`src/logic/pulse_counter_consts.svh`:
```
`ifndef PULSE_COUNTER_CONSTS_SVH
`define PULSE_COUNTER_CONSTS_SVH

`define CNT_WIDTH        32
`define CNT_ZERO         32'h0000_0000
`define CNT_ONE          32'h0000_0001
`define RUN_RESET        1'b1
`define CLR_RESET        1'b0
`define OVF_RESET        1'b0
`define SPARE_VALUE      1'b0
`define EDGE_RESET       1'b0
`define REJ_RESET        1'b0

`endif

```
`src/logic/pulse_counter_pkg.sv`:
```
package pulse_counter_pkg;

  // alarm mode as written by the host
  typedef enum logic [1:0] {
    ALARM_DISABLE,
    ALARM_MOMENTARY,
    ALARM_LATCH,
    ALARM_RSVD
  } alarm_mode_t;

  // per-channel control and status flags, last flag in bit 0
  typedef struct packed {
    logic spare;
    logic overflow;
    logic clear_req;
    logic run;
  } chan_flags_t;

  // host alarm setup
  typedef struct packed {
    alarm_mode_t mode;
    logic [31:0] high_limit;
    logic [31:0] low_limit;
  } alarm_cfg_t;

endpackage : pulse_counter_pkg

```
`src/logic/limit_alarm.sv`:
```
`timescale 1ns/1ps
`include "pulse_counter_consts.svh"

module limit_alarm
  import pulse_counter_pkg::*;
#(
  parameter int WIDTH         = `CNT_WIDTH,
  parameter bit ALLOW_MOMENT  = 1'b1
)
(
  // clock and reset
  input  wire logic             clk_sys,
  input  wire logic             arst_n,
  // monitored value and setup
  input  wire logic [WIDTH-1:0] value,
  input  wire alarm_mode_t      mode,
  input  wire logic [WIDTH-1:0] high_limit,
  input  wire logic [WIDTH-1:0] low_limit,
  input  wire logic             clear_latch,
  // alarm result
  output logic                  alarm,
  output logic                  violation
);
  import pulse_counter_pkg::*;

  logic        out_reg;
  logic        prev_viol_reg;
  logic        viol;
  logic        moment_ok;

  assign moment_ok = ALLOW_MOMENT;
  assign viol      = (value > high_limit) || (value < low_limit);
  assign alarm     = out_reg;
  assign violation = prev_viol_reg;

  ////////////////////////////////////////////////////////////////////////
  // excursion tracking
  always_ff @(posedge clk_sys or negedge arst_n)
  begin
    if (!arst_n)
      prev_viol_reg <= 1'b0;
    else
      prev_viol_reg <= viol && (mode != ALARM_DISABLE);
  end

  ////////////////////////////////////////////////////////////////////////
  // alarm output
  always_ff @(posedge clk_sys or negedge arst_n)
  begin
    if (!arst_n)
      out_reg <= 1'b0;
    else
    begin
      case (mode)
        ALARM_DISABLE:
          out_reg <= 1'b0;
        ALARM_MOMENTARY:
          out_reg <= moment_ok && viol && !prev_viol_reg;
        ALARM_LATCH:
          // a new violation wins over a clear in the same cycle
          if (viol)
            out_reg <= 1'b1;
          else if (clear_latch)
            out_reg <= 1'b0;
        default:
          out_reg <= 1'b0;
      endcase
    end
  end

endmodule : limit_alarm

```
`src/logic/pulse_counter_channel.sv`:
```
`timescale 1ns/1ps
`include "pulse_counter_consts.svh"

// Functional notes
// - channel shows 32-bit unsigned count plus four flags; fourth flag unused
// - run flag resets to 1; 1 counts, 0 stops, 1 resumes
// - clear flag reads 0; host pulse to 1 zeroes counter, flag returns 0
// - overflow flag set by wrap, held until host writes 0
// - alarm compares value with high and low limits, drives digital output
// - disabled mode does no checking and never asserts alarm
// - momentary mode alarms once per limit excursion
// - latch mode holds alarm until host clear-latch command
// - counter channels allow only disabled and latch modes
module pulse_counter_channel
  import pulse_counter_pkg::*;
#(
  parameter int WIDTH = `CNT_WIDTH
)
(
  // clock and reset
  input  wire logic             clk_sys,
  input  wire logic             arst_n,
  // pulse input, synchronous to clk_sys
  input  wire logic             pulse_in,
  // host flag writes
  input  wire logic             run_wr,
  input  wire logic             run_wdata,
  input  wire logic             clear_wr,
  input  wire logic             clear_wdata,
  input  wire logic             ovf_wr,
  input  wire logic             ovf_wdata,
  // host alarm setup
  input  wire pulse_counter_pkg::alarm_cfg_t alarm_cfg,
  input  wire logic             clear_latch,
  // channel state
  output logic [WIDTH-1:0]      count,
  output pulse_counter_pkg::chan_flags_t flags,
  output logic                  alarm_out,
  output logic                  mode_rejected
);
  import pulse_counter_pkg::*;

  // counter state
  logic [WIDTH-1:0] count_reg;
  logic [WIDTH-1:0] count_next;
  logic             wrap;
  // host flags
  logic             run_reg;
  logic             ovf_reg;
  logic             clear_pulse;
  logic             ovf_clear;
  // input edge
  logic             pulse_d_reg;
  logic             rise;
  logic             take_pulse;
  // alarm mode
  alarm_mode_t      eff_mode;
  logic             mode_bad;
  logic             rej_reg;
  chan_flags_t      flags_view;

  ////////////////////////////////////////////////////////////////////////
  // input edge qualification
  always_ff @(posedge clk_sys or negedge arst_n)
  begin
    if (!arst_n)
    begin
      pulse_d_reg <= `EDGE_RESET;
    end
    else
    begin
      pulse_d_reg <= pulse_in;
    end
  end

  // a level already high at reset release counts as one rise
  assign rise       = pulse_in && !pulse_d_reg;
  assign take_pulse = run_reg && rise;

  ////////////////////////////////////////////////////////////////////////
  // run control
  // a stop takes effect on the edge after the write
  always_ff @(posedge clk_sys or negedge arst_n)
  begin
    if (!arst_n)
    begin
      run_reg <= `RUN_RESET;
    end
    else if (run_wr)
    begin
      run_reg <= run_wdata;
    end
  end

  ////////////////////////////////////////////////////////////////////////
  // host strobes
  // clear only acts on a written 1; a written 0 leaves the count alone
  assign clear_pulse = clear_wr && clear_wdata;
  // overflow only clears on a written 0; a written 1 is ignored
  assign ovf_clear   = ovf_wr && !ovf_wdata;

  ////////////////////////////////////////////////////////////////////////
  // count value; clear has priority over a pulse in the same cycle
  // only wrap compares against all ones; the count update is a plain increment
  assign count_next = count_reg + WIDTH'(`CNT_ONE);
  assign wrap       = take_pulse && (count_reg == {WIDTH{1'b1}});

  always_ff @(posedge clk_sys or negedge arst_n)
  begin
    if (!arst_n)
    begin
      count_reg <= WIDTH'(`CNT_ZERO);
    end
    else if (clear_pulse)
    begin
      count_reg <= WIDTH'(`CNT_ZERO);
    end
    else if (take_pulse)
    begin
      // all ones rolls over to zero here
      count_reg <= count_next;
    end
  end

  ////////////////////////////////////////////////////////////////////////
  // overflow flag; a wrap wins over a host clear in the same cycle
  // the flag stays set across a clear of the count
  always_ff @(posedge clk_sys or negedge arst_n)
  begin
    if (!arst_n)
    begin
      ovf_reg <= `OVF_RESET;
    end
    else if (wrap)
    begin
      ovf_reg <= 1'b1;
    end
    else if (ovf_clear)
    begin
      ovf_reg <= 1'b0;
    end
  end

  ////////////////////////////////////////////////////////////////////////
  // alarm mode filter: momentary and reserved are refused, act as disabled
  always_comb
  begin
    eff_mode = ALARM_DISABLE;
    mode_bad = 1'b0;
    case (alarm_cfg.mode)
      ALARM_DISABLE:
      begin
        eff_mode = ALARM_DISABLE;
        mode_bad = 1'b0;
      end
      ALARM_LATCH:
      begin
        eff_mode = ALARM_LATCH;
        mode_bad = 1'b0;
      end
      ALARM_MOMENTARY:
      begin
        eff_mode = ALARM_DISABLE;
        mode_bad = 1'b1;
      end
      ALARM_RSVD:
      begin
        eff_mode = ALARM_DISABLE;
        mode_bad = 1'b1;
      end
      default:
      begin
        eff_mode = ALARM_DISABLE;
        mode_bad = 1'b1;
      end
    endcase
  end

  // refusal is reported one cycle later, in step with the alarm output
  always_ff @(posedge clk_sys or negedge arst_n)
  begin
    if (!arst_n)
    begin
      rej_reg <= `REJ_RESET;
    end
    else
    begin
      rej_reg <= mode_bad;
    end
  end

  ////////////////////////////////////////////////////////////////////////
  // limit alarm; the momentary path stays switched off on a counter
  // the alarm watches the registered count, so it trails a count change by one cycle
  limit_alarm #(
    .WIDTH        (WIDTH),
    .ALLOW_MOMENT (1'b0)
  ) u_alarm (
    .clk_sys      (clk_sys),
    .arst_n       (arst_n),
    .value        (count_reg),
    .mode         (eff_mode),
    .high_limit   (alarm_cfg.high_limit[WIDTH-1:0]),
    .low_limit    (alarm_cfg.low_limit[WIDTH-1:0]),
    .clear_latch  (clear_latch),
    .alarm        (alarm_out),
    .violation    ()
  );

  ////////////////////////////////////////////////////////////////////////
  // channel read-back
  // the clear flag always reads 0: the clear acts in the cycle it is written
  always_comb
  begin
    flags_view           = '0;
    flags_view.run       = run_reg;
    flags_view.clear_req = `CLR_RESET;
    flags_view.overflow  = ovf_reg;
    flags_view.spare     = `SPARE_VALUE;
  end

  assign count         = count_reg;
  assign flags         = flags_view;
  assign mode_rejected = rej_reg;

endmodule : pulse_counter_channel

```
`config.mk`:
```
export PLATFORM = sky130hd
export DESIGN_NAME = pulse_counter_channel
export DESIGN_NICKNAME = d
export VERILOG_FILES = /design/src/logic/pulse_counter_pkg.sv /design/src/logic/limit_alarm.sv /design/src/logic/pulse_counter_channel.sv
export VERILOG_INCLUDE_DIRS = /design/src /design/src/logic
export SDC_FILE = /design/constraint.sdc
export NUM_CORES = 1
export LEC_CHECK = 0
export BUFFER_PORTS_ARGS = -buffer_cell sky130_fd_sc_hd__buf_4
export CAP_MARGIN = 0
export CORE_MARGIN = 2
export CORE_UTILIZATION = 55
export DETAILED_ROUTE_END_ITERATION = 6
export PLACE_DENSITY = 0.89
export SETUP_SLACK_MARGIN = 0.1
export SLEW_MARGIN = 10
export SYNTH_ARGS = -nofsm -noshare
export SYNTH_HDL_FRONTEND = slang
export SYNTH_SLANG_ARGS = --single-unit
```
`constraint.sdc`:
```
create_clock -name clk_sys -period 4.05 [get_ports clk_sys]
set_input_delay 1.215 -clock clk_sys [delete_from_list [all_inputs] [get_ports clk_sys]]
set_output_delay 1.215 -clock clk_sys [all_outputs]
set_load 0.05 [all_outputs]
```
==> results of run 1 <==
-- kinds of logic (layout without fill, tap and decap cells) --
logic type / after synthesis / in the layout / synth area share, %
buffers and inverters: 79 / 186 / 9.58
AOI/OAI and AO/OA: 57 / 57 / 10.5
adders and majority gates: 64 / 64 / 23.9
xor gates and xnor gates: 29 / 29 / 7.59
muxes: 2 / 2 / 0.636
other: 1 / 2 / 0.112
and+or+nand+nor: 125 / 125 / 19.9
DFF: 37 / 37 / 27.7
-- final cells by class --
cell class	count	area [um^2]
well taps	75	93.8
multi-input cells	279	2100
repair buffers	111	833
clock inverters	1	7.51
flip-flops and latches	37	927
fillers	443	1600
inverters	67	251
clock buffers	7	76.3
-- worst min-delay path: cells and delay by family (launching register included) --
family | cells | cell delay, ns
AOI/OAI and AO/OA | 2 | 0.16
DFF | 1 | 0.35
-- synth_stat cells (3+ instances only) --
| cell | n |
|---|---|
| a21oi_1 | 24 |
| nand4_1 | 17 |
| nor3_1 | 3 |
| dfrtp_1 | 36 |
| nor2_1 | 37 |
| ha_1 | 64 |
| inv_1 | 67 |
| and3_1 | 8 |
| nand3_1 | 17 |
| buf_4 | 6 |
| nor4_1 | 4 |
| o21ai_0 | 12 |
| clkbuf_1 | 5 |
| a21o_1 | 6 |
| nand2_1 | 21 |
| xnor2_1 | 5 |
| xor2_1 | 24 |
| and4_1 | 5 |
-- worst min-delay path by stage --
stage             from       to  slack (ns)  cells past startpoint
2_1_floorplan  ovf_reg  ovf_reg        0.47                      2
3_3_place_gp   ovf_reg  ovf_reg        0.52                      2
5_1_grt        ovf_reg  ovf_reg        0.58                      2
4_1_cts        ovf_reg  ovf_reg        0.56                      2
3_5_place_dp   ovf_reg  ovf_reg        0.54                      2
6_report       ovf_reg  ovf_reg        0.54                      2
-- metal layers --
layer,GRT usage (%),up-vias
li1,-,1565
met1,31.0,1506
met2,46.3,109
met3,4.73,21
met4,11.5,0
met5,0,-
-- power groups by stage --
stage               clock (mW)  combinational, mW  sequential (mW)
floorplan                    0             0.0744            0.406
global placement             0              0.168            0.391
detailed placement           0              0.175            0.392
CTS                      0.255              0.176            0.384
global route             0.274              0.196            0.385
finish                   0.257              0.176            0.384
-- through the flow --
step / worst slack, ns / area (um^2) / utilization [%]
final: 1.17 / 4290 / 72.9
after global routing: 1.07 / 4290 / 72.9
after CTS: 1.19 / 4290 / 72.9
after detailed placement: 0.892 / 4210 / 71.5
after global placement: 0.979 / 4210 / 71.5
after floorplan: 1.14 / 3350 / -
==> reports/metrics.yaml, run 1 <==
yosys:
  yosysWarnings: 0
  synth.top_cell.area_share_pct: 26.9
  synth_flop_cell: "dfrtp_1"
  ys_top_cells_by_area: "dfrtp_1 27%, ha_1 24%, inv_1 7.5%"
  avgSynthCellArea_um2: 8.49
  ys_seq_area_share_pct: 27.7
  synth_top_area_cell: "dfrtp_1"
  synth_cells: 394
  async_reset_ff_share_pct: 100
  synth_seq_cells: 37
  netlist_area_um2: 3340
  yosysUniqueCellTypes: 43
  synth-edff-count: 0
setup_path:
  crit_chain: "buf_4 > inv_1 > ha_1 > nor2b_1 > o211ai_1 > a21boi_0 > or4b_1 > a2111oi_0 > o2bb2ai_1"
  cp-startpoint: "alarm_cfg[33]"
  cp.required_ns: 4.22
  max_stage_delay_ns: 0.47
  r2r_slack_ns: 1.68
  path_buf_inv: 2
  r2r_cells: 7
  crit_type: "input pin to register"
  cp_max_fo: 2
  slowest_stage: "or4b_1"
  r2r_end: "u_alarm.alarm"
  crit_path_start_kind: "input pin"
  reg2reg_from: "count[14]"
  worst-path-stages: 9
  critPathTopFamily: "compound AO/OA/AOI/OAI gates"
  cp-end-kind: "register"
  crit_arrival_ns: 3.06
  crit_end: "u_alarm.alarm"
timing:
  fin_skew_ns: 0.00354
  setup_viol_count_final: 0
  rsz0062_at_grt: "no"
  fin_crit_sh_pct: 71.2
  period_needed_ns: 2.88
  hold_ws_ns: 0.545
  slew_viol_final: 0
  fmax_ghz: 0.347
  relSlewSlack_pct: 24.1
  tns_ns: 0
  finalHoldViolations: 0
  tightest_slew_ns: 1.14
drt:
  routed_wl_um: 8590
  dr.pass1.iters: 4
  wl_met3_um: 453
  wl_met1_um: 3580
  vias: 3201
  wl_met2_um: 4350
  final_antenna_net_count: 0
  drc: 0
  drt_iter0_drc: 169
  top_layer: "met4"
  viasPerCell: 5.55
  wl_per_cell_um: 14.9
floorplanning:
  num_io_pins: 114
  die_area_um2: 6720
  core_um2: 5890
  fp-row-count: 28
  start_util_pct: 56.8
  die_w_um: 82.0
  die_h_um: 82.0
power:
  p_leak_nw: 2.52
  p_per_area_nw_per_um2: 190
  p_sw_share_pct: 28.7
  pwr-share-clk_pct: 31.5
  power_switching_mw: 0.234
  total_power_mw: 0.816
  power_frac_seq_pct: 47.0
  p_comb_share_pct: 21.5
  worst_ir_drop_vdd_mv: 0.194
  p_int_mw: 0.582
finish:
  n_antenna_cell: 0
  fin_cells: 577
  mostFrequentLayoutCells: "111 x buf_4, 67 x inv_1, 64 x ha_1"
  syn2layout_area_growth_pct: 28.3
  drive_gt1_share_pct: 24.7
  fin_nets: 641
  final_common_cell: "buf_4"
  largest_reg_flops: 32
placed_design:
  io_buffers: 111
  hpwl_um: 6960
  gp_congestion: 0.836
  dp.cells: 569
grt:
  grt_pass1_wl_um: 13600
  grt_pass1_vias: 3083
  grt_max_degree: 38
  antenna_found_initial: 0
  gr-usage-all-layers_pct: 26.2
  overflow: 0
clock_tree:
  clkLatencyLatePin_ns: 0.29
  post_cts_buffers: 0
  htree_levels: 2
  cts_hold_buf: 0
  cts_buffer_depth: 2
  cts_root_buf: "clkbuf_8"
  tritoncts: "built"
  cts.sink_count: 37
  clk_pin_slew_ns: 0.07
  numCtsBuffers: 5
  post_cts_resized: 0
outcome:
  status: "completed"
min_path:
  min_path_type: "register to register"
flow_run:
  maxCapViolCount: 0
(Power assumes the default switching activity.)
==> run 2: changes to the inputs <==
ABC_AREA = 1   (was not set)
CORE_UTILIZATION = 48   (was 55)
PLACE_DENSITY = 0.81   (was 0.89)
clock period = 2.6 ns   (was 4.05 ns; I/O delays follow)
==> reports/metrics.yaml, run 2 <==
finish:
  regArea_um2: 927  # unchanged
  final_common_cell: "buf_4"
  syn2layout_area_growth_pct: 27.0
  num-fill-cells: 693  # +56%
  fin_util_pct: 62.3  # -11 points
  n_antenna_cell: 0  # unchanged
  multiInputGateArea_um2: 2320  # +11%
  fin_nets: 779  # +22%
  largest_reg_flops: 32  # unchanged
  drive_gt1_share_pct: 23.3  # -1.4 points
  mostFrequentLayoutCells: "112 x buf_4, 109 x inv_1, 105 x nand2_1"
  design_area_um2: 4740  # +10%
timing:
  setup_viol_count_final: 0  # unchanged
  rsz0062_at_grt: "no"
  tns_ns: 0  # unchanged
  finalHoldViolations: 0  # unchanged
  fin_skew_ns: 0.00983  # +0.00629 ns
  period_needed_ns: 2.06
  fmax_ghz: 0.485
  slew_viol_final: 0  # unchanged
  fin_crit_sh_pct: 79.3
grt:
  grt_max_degree: 38  # unchanged
  grt_pass1_vias: 3759  # +22%
  gr-usage-all-layers_pct: 24.1  # -2.1 points
  overflow: 0  # unchanged
  antenna_found_initial: 0  # unchanged
  grt_pass1_wl_um: 16700  # +23%
yosys:
  synth_most_common_cell: "inv_1"
  ys_top_cells_by_area: "dfrtp_1 24%, ha_1 21%, inv_1 11%"
  netlist_area_um2: 3730  # +12%
  yosysUniqueCellTypes: 40  # -7.0%
  avgSynthCellArea_um2: 7.09  # -16%
  synth_commonest_cells: "109 x inv_1, 105 x nand2_1, 64 x ha_1"
  synth-edff-count: 0  # unchanged
  yosysWarnings: 0  # unchanged
  synth_seq_cells: 37  # unchanged
  ys_seq_area_share_pct: 24.9  # -2.9 points
  synth_flop_cell: "dfrtp_1"
  async_reset_ff_share_pct: 100  # unchanged
  synth.top_cell.area_share_pct: 24.2  # -2.8 points
  synth_top_area_cell: "dfrtp_1"
  synth_cells: 526  # +34%
floorplanning:
  num_io_pins: 114  # unchanged
  fp-row-count: 32  # +14%
  core_um2: 7610  # +29%
  die_w_um: 92.2  # +12%
  die_h_um: 92.2  # +12%
  die_area_um2: 8490  # +26%
  start_util_pct: 49.0  # -7.8 points
setup_path:
  cp-end-kind: "register"
  crit_type: "input pin to register"
  crit_chain: "buf_4 > inv_1 > ha_1 > nand2_1 > nor2_1 > nand2_1 > nor2_1 > nand4_1 > nand2_1 > nand3_1 > nand2_1 > inv_1"
  max_stage_delay_ns: 0.29  # -0.18 ns
  cp_max_fo: 2  # unchanged
  r2r_slack_ns: 0.64  # -1.04 ns
  crit_path_start_kind: "input pin"
  crit_arrival_ns: 2.26  # -0.80 ns
  slowest_stage: "ha_1"
  cp.required_ns: 2.80  # -1.42 ns
  crit_top_cell: "nand2_1"
clock_tree:
  cts.sink_count: 37  # unchanged
  tritoncts: "built"
  clk_pin_slew_ns: 0.08  # about the same
  cts_root_buf: "clkbuf_8"
  post_cts_resized: 0  # unchanged
  post_cts_buffers: 0  # unchanged
  clkLatencyLatePin_ns: 0.30  # about the same
  htree_levels: 2  # unchanged
  cts_hold_buf: 0  # unchanged
  numCtsBuffers: 5  # unchanged
  cts_buffer_depth: 2  # unchanged
placed_design:
  io_buffers: 111  # unchanged
  hpwl_um: 7970  # +15%
  gp_congestion: 0.946  # +13%
  dpl_cell_area_um2: 4650  # +11%
drt:
  final_antenna_net_count: 0  # unchanged
  dr.pass1.iters: 5  # +1
  vias: 3865  # +21%
  wl_per_cell_um: 13.3  # -11%
  drt_iter0_drc: 222  # +31%
  viasPerCell: 5.21  # -6.1%
  routed_wl_um: 9860  # +15%
  drc: 0  # unchanged
outcome:
  status: "completed"
power:
  worst_ir_drop_vdd_mv: 0.153  # -21%
  p_leak_nw: 2.84  # +13%
  p_per_area_nw_per_um2: 270  # +42%
min_path:
  min_path_type: "input pin to async pin"
flow_run:
  maxCapViolCount: 0  # unchanged
[run 2: stage by stage]
stage / hold slack (ns) / total power, mW / std cells / setup slack (ns)
after floorplan: 0.479 / 0.752 / 527 / 0.734
after global placement: 0.506 / 0.880 / 734 / 0.317
after detailed placement: 0.532 / 0.889 / 734 / 0.228
after CTS: 0.447 / 1.28 / 742 / 0.544
after global routing: 0.457 / 1.34 / 742 / 0.448
final: 0.439 / 1.28 / 742 / 0.538
[run 2: critical path, delay by kind of cell]
family                   cells  cell delay (ns)
AND/OR/NAND/NOR              8             1.06
adder cells (fa/ha/maj)      1             0.29
buffers and inverters        3             0.14
[run 2: kinds of logic after synthesis]
group,count (synthesis),synth area share (%)
AO/OA/AOI/OAI,81,11.5
XOR/XNOR,2,0.470
adder cells (fa/ha/maj),64,21.5
buffers and inverters,121,12.9
flip-flops,37,24.9
multiplexers,1,0.302
other,1,0.101
AND/OR/NAND/NOR,219,28.4
[run 2: routing by layer]
layer	share of wire [%]	wire, um	track usage (%)
met3	6.9	676	3.86
met2	48	4750	40.7
met4	1.4	138	7.71
met5	0	0	0
met1	44	4300	31.6
[run 2: worst paths after layout]
kind | from | endpoint | cells after the start
hold reg to reg | ovf_reg | ovf_reg | 2
max in group asynchronous | arst_n | run_reg | 1
hold / removal | arst_n | count[20] | 1
setup / recovery | alarm_cfg[63] | u_alarm.alarm | 12
min in group clk_sys | ovf_reg | ovf_reg | 2
setup reg to reg | count[31] | u_alarm.alarm | 10
[run 2: area by class of cell]
class	instances	area share, %
inverter	114	9.09
multi-input combinational	369	49.1
tap	102	2.69
sequential	37	19.6
timing repair buffer	112	17.7
clock buffer	5	1.45
clock inverter	3	0.370
[run 2: report_power, final]
part / switching [mW] / internal [mW]
registers: 0.00992 / 0.585
logic: 0.154 / 0.129
clock network: 0.217 / 0.185
==> run 3: changes to the inputs <==
ABC_AREA = 0   (was 1)
CORE_UTILIZATION = 51   (was 48)
PLACE_DENSITY = 0.84   (was 0.81)
clock period = 1.9 ns   (was 2.6 ns; I/O delays follow)
==> reports/metrics.yaml, run 3 (synthesized netlist as in run 1, its figures left out) <==
outcome:
  status: "finished, violations left"
  violations: "negative setup slack"
finish:
  final_common_cell: "buf_4"
  n_antenna_cell: 0  # unchanged
  fin_util_pct: 80.9  # +19 points
  syn2layout_area_growth_pct: 53.6
  drive_gt1_share_pct: 43.6  # +20 points
  fin_nets: 708  # -9.1%
  mostFrequentLayoutCells: "166 x buf_4, 65 x inv_1, 57 x ha_1"
  largest_reg_flops: 32  # unchanged
clock_tree:
  htree_levels: 2  # unchanged
  numCtsBuffers: 5  # unchanged
  cts.sink_count: 37  # unchanged
  cts_buffer_depth: 2  # unchanged
  clkLatencyLatePin_ns: 0.29  # about the same
  cts_root_buf: "clkbuf_8"
  cts_hold_buf: 0  # unchanged
  tritoncts: "built"
  clk_pin_slew_ns: 0.07  # about the same
power:
  p_per_area_nw_per_um2: 360  # +33%
  total_power_mw: 1.85  # +45%
  worst_ir_drop_vdd_mv: 0.364  # +140%
  p_leak_nw: 2.87  # +1.0%
grt:
  grt_pass1_wl_um: 16100  # -3.8%
  antenna_found_initial: 0  # unchanged
  overflow: 0  # unchanged
  grt_max_degree: 38  # unchanged
  gr-usage-all-layers_pct: 27.9  # +3.8 points
  grt_pass1_vias: 3555  # -5.4%
floorplanning:
  start_util_pct: 52.7  # +3.6 points
  die_w_um: 85.0  # -7.8%
  die_h_um: 85.0  # -7.8%
  core_um2: 6350  # -17%
  die_area_um2: 7220  # -15%
  fp-row-count: 29  # -9.4%
  num_io_pins: 114  # unchanged
timing:
  tns_ns: -0.292  # -0.292 ns
  setup_viol_count_final: 1  # +1
  fmax_ghz: 0.456
  tightest_slew_ns: 0.500
  fin_skew_ns: 0.00414  # -0.00569 ns
  finalHoldViolations: 0  # unchanged
  slew_viol_final: 0  # unchanged
  fin_crit_sh_pct: 115
  rsz0062_at_grt: "yes"
  relSlewSlack_pct: 66.7
  setup_ws_ns: -0.292  # -0.830 ns
  period_needed_ns: 2.19
setup_path:
  slowest_stage: "or4b_4"
  cp.required_ns: 2.07  # -0.73 ns
  crit_arrival_ns: 2.36  # +0.10 ns
  crit_path_start_kind: "register"
  max_stage_delay_ns: 0.52  # +0.23 ns
  crit_type: "register to register"
  crit_chain: "ha_4 > nor2b_1 > o211ai_1 > a21boi_1 > or4b_4 > a2111oi_4 > o2bb2ai_1"
  cp_max_fo: 2  # unchanged
  cp-end-kind: "register"
flow_run:
  maxCapViolCount: 0  # unchanged
min_path:
  min_path_type: "input pin to async pin"
drt:
  drt_iter0_drc: 193  # -13%
  wl_per_cell_um: 16.9  # +27%
  vias: 3583  # -7.3%
  final_antenna_net_count: 0  # unchanged
  routed_wl_um: 10900  # +10%
  dr.pass1.iters: 4  # -1
  viasPerCell: 5.55  # +6.5%
  drc: 0  # unchanged
placed_design:
  hpwl_um: 7850  # -1.4%
  io_buffers: 111  # unchanged
  gp_congestion: 0.897  # -5.2%
==> run 3: path summary, 6_finish.rpt <==
check	start	endpoint	slack [ns]	cells past startpoint
worst min register to register	ovf_reg	ovf_reg	0.57	2
worst min-delay path	arst_n	count[22]	0.23	1
worst max-delay path	count[1]	u_alarm.alarm	-0.29	7
worst max register to register	count[1]	u_alarm.alarm	-0.29	7
min in group clk_sys	pulse_in	pulse_d_reg	0.39	1
max in group asynchronous	arst_n	count[13]	1.27	1
==> run 3: final cells by class <==
type                       instances  area, um^2
multi-input combinational        279        2360
timing repair buffer             178        1390
fill                             384        1210
sequential                        37         956
inverter                          67         251
tap                               77        96.3
clock buffer                       8        90.1
==> run 3: critical path, delay by kind of cell, from the launching register on <==
family / cells / cell delay, ns
AO/OA/AOI/OAI: 4 / 0.74
AND/OR/NAND/NOR: 2 / 0.65
flip-flops: 1 / 0.43
adder cells (fa/ha/maj): 1 / 0.24
==> run 3: timing repair <==
| item | 4_1_cts | 5_1_grt |
|---|---|---|
| buffers inserted | 10 | 7 |
| gates resized for setup | 18 | 32 |
| gates cloned | 0 | 0 |
| pin swaps | 17 | 30 |
| endpoints found under the setup margin | 25 | 21 |
==> run 3: power breakdown <==
| group | internal, mW | leakage, nW | switching [mW] | total, mW |
|---|---|---|---|---|
| Combinational | 0.218 | 2.35 | 0.237 | 0.454 |
| Clock | 0.296 | 0.0455 | 0.286 | 0.582 |
| Sequential | 0.803 | 0.472 | 0.0100 | 0.813 |
==> run 3: through the flow <==
step | setup WS (ns) | hold WS (ns) | instances | cell area [um^2]
finish | -0.292 | 0.233 | 646 | 5140
global route | -0.323 | 0.269 | 646 | 5140
CTS | -0.293 | 0.259 | 639 | 4940
detailed placement | -0.545 | 0.567 | 621 | 4670
global placement | -0.463 | 0.526 | 621 | 4670
floorplan | -0.266 | 0.274 | 395 | 3430
==> run 3: per-layer routing <==
layer	wire length [um]	GRT usage [%]
met1	4070	31.5
met2	5830	52.9
met3	698	4.67
met4	283	9.09
met5	0	0
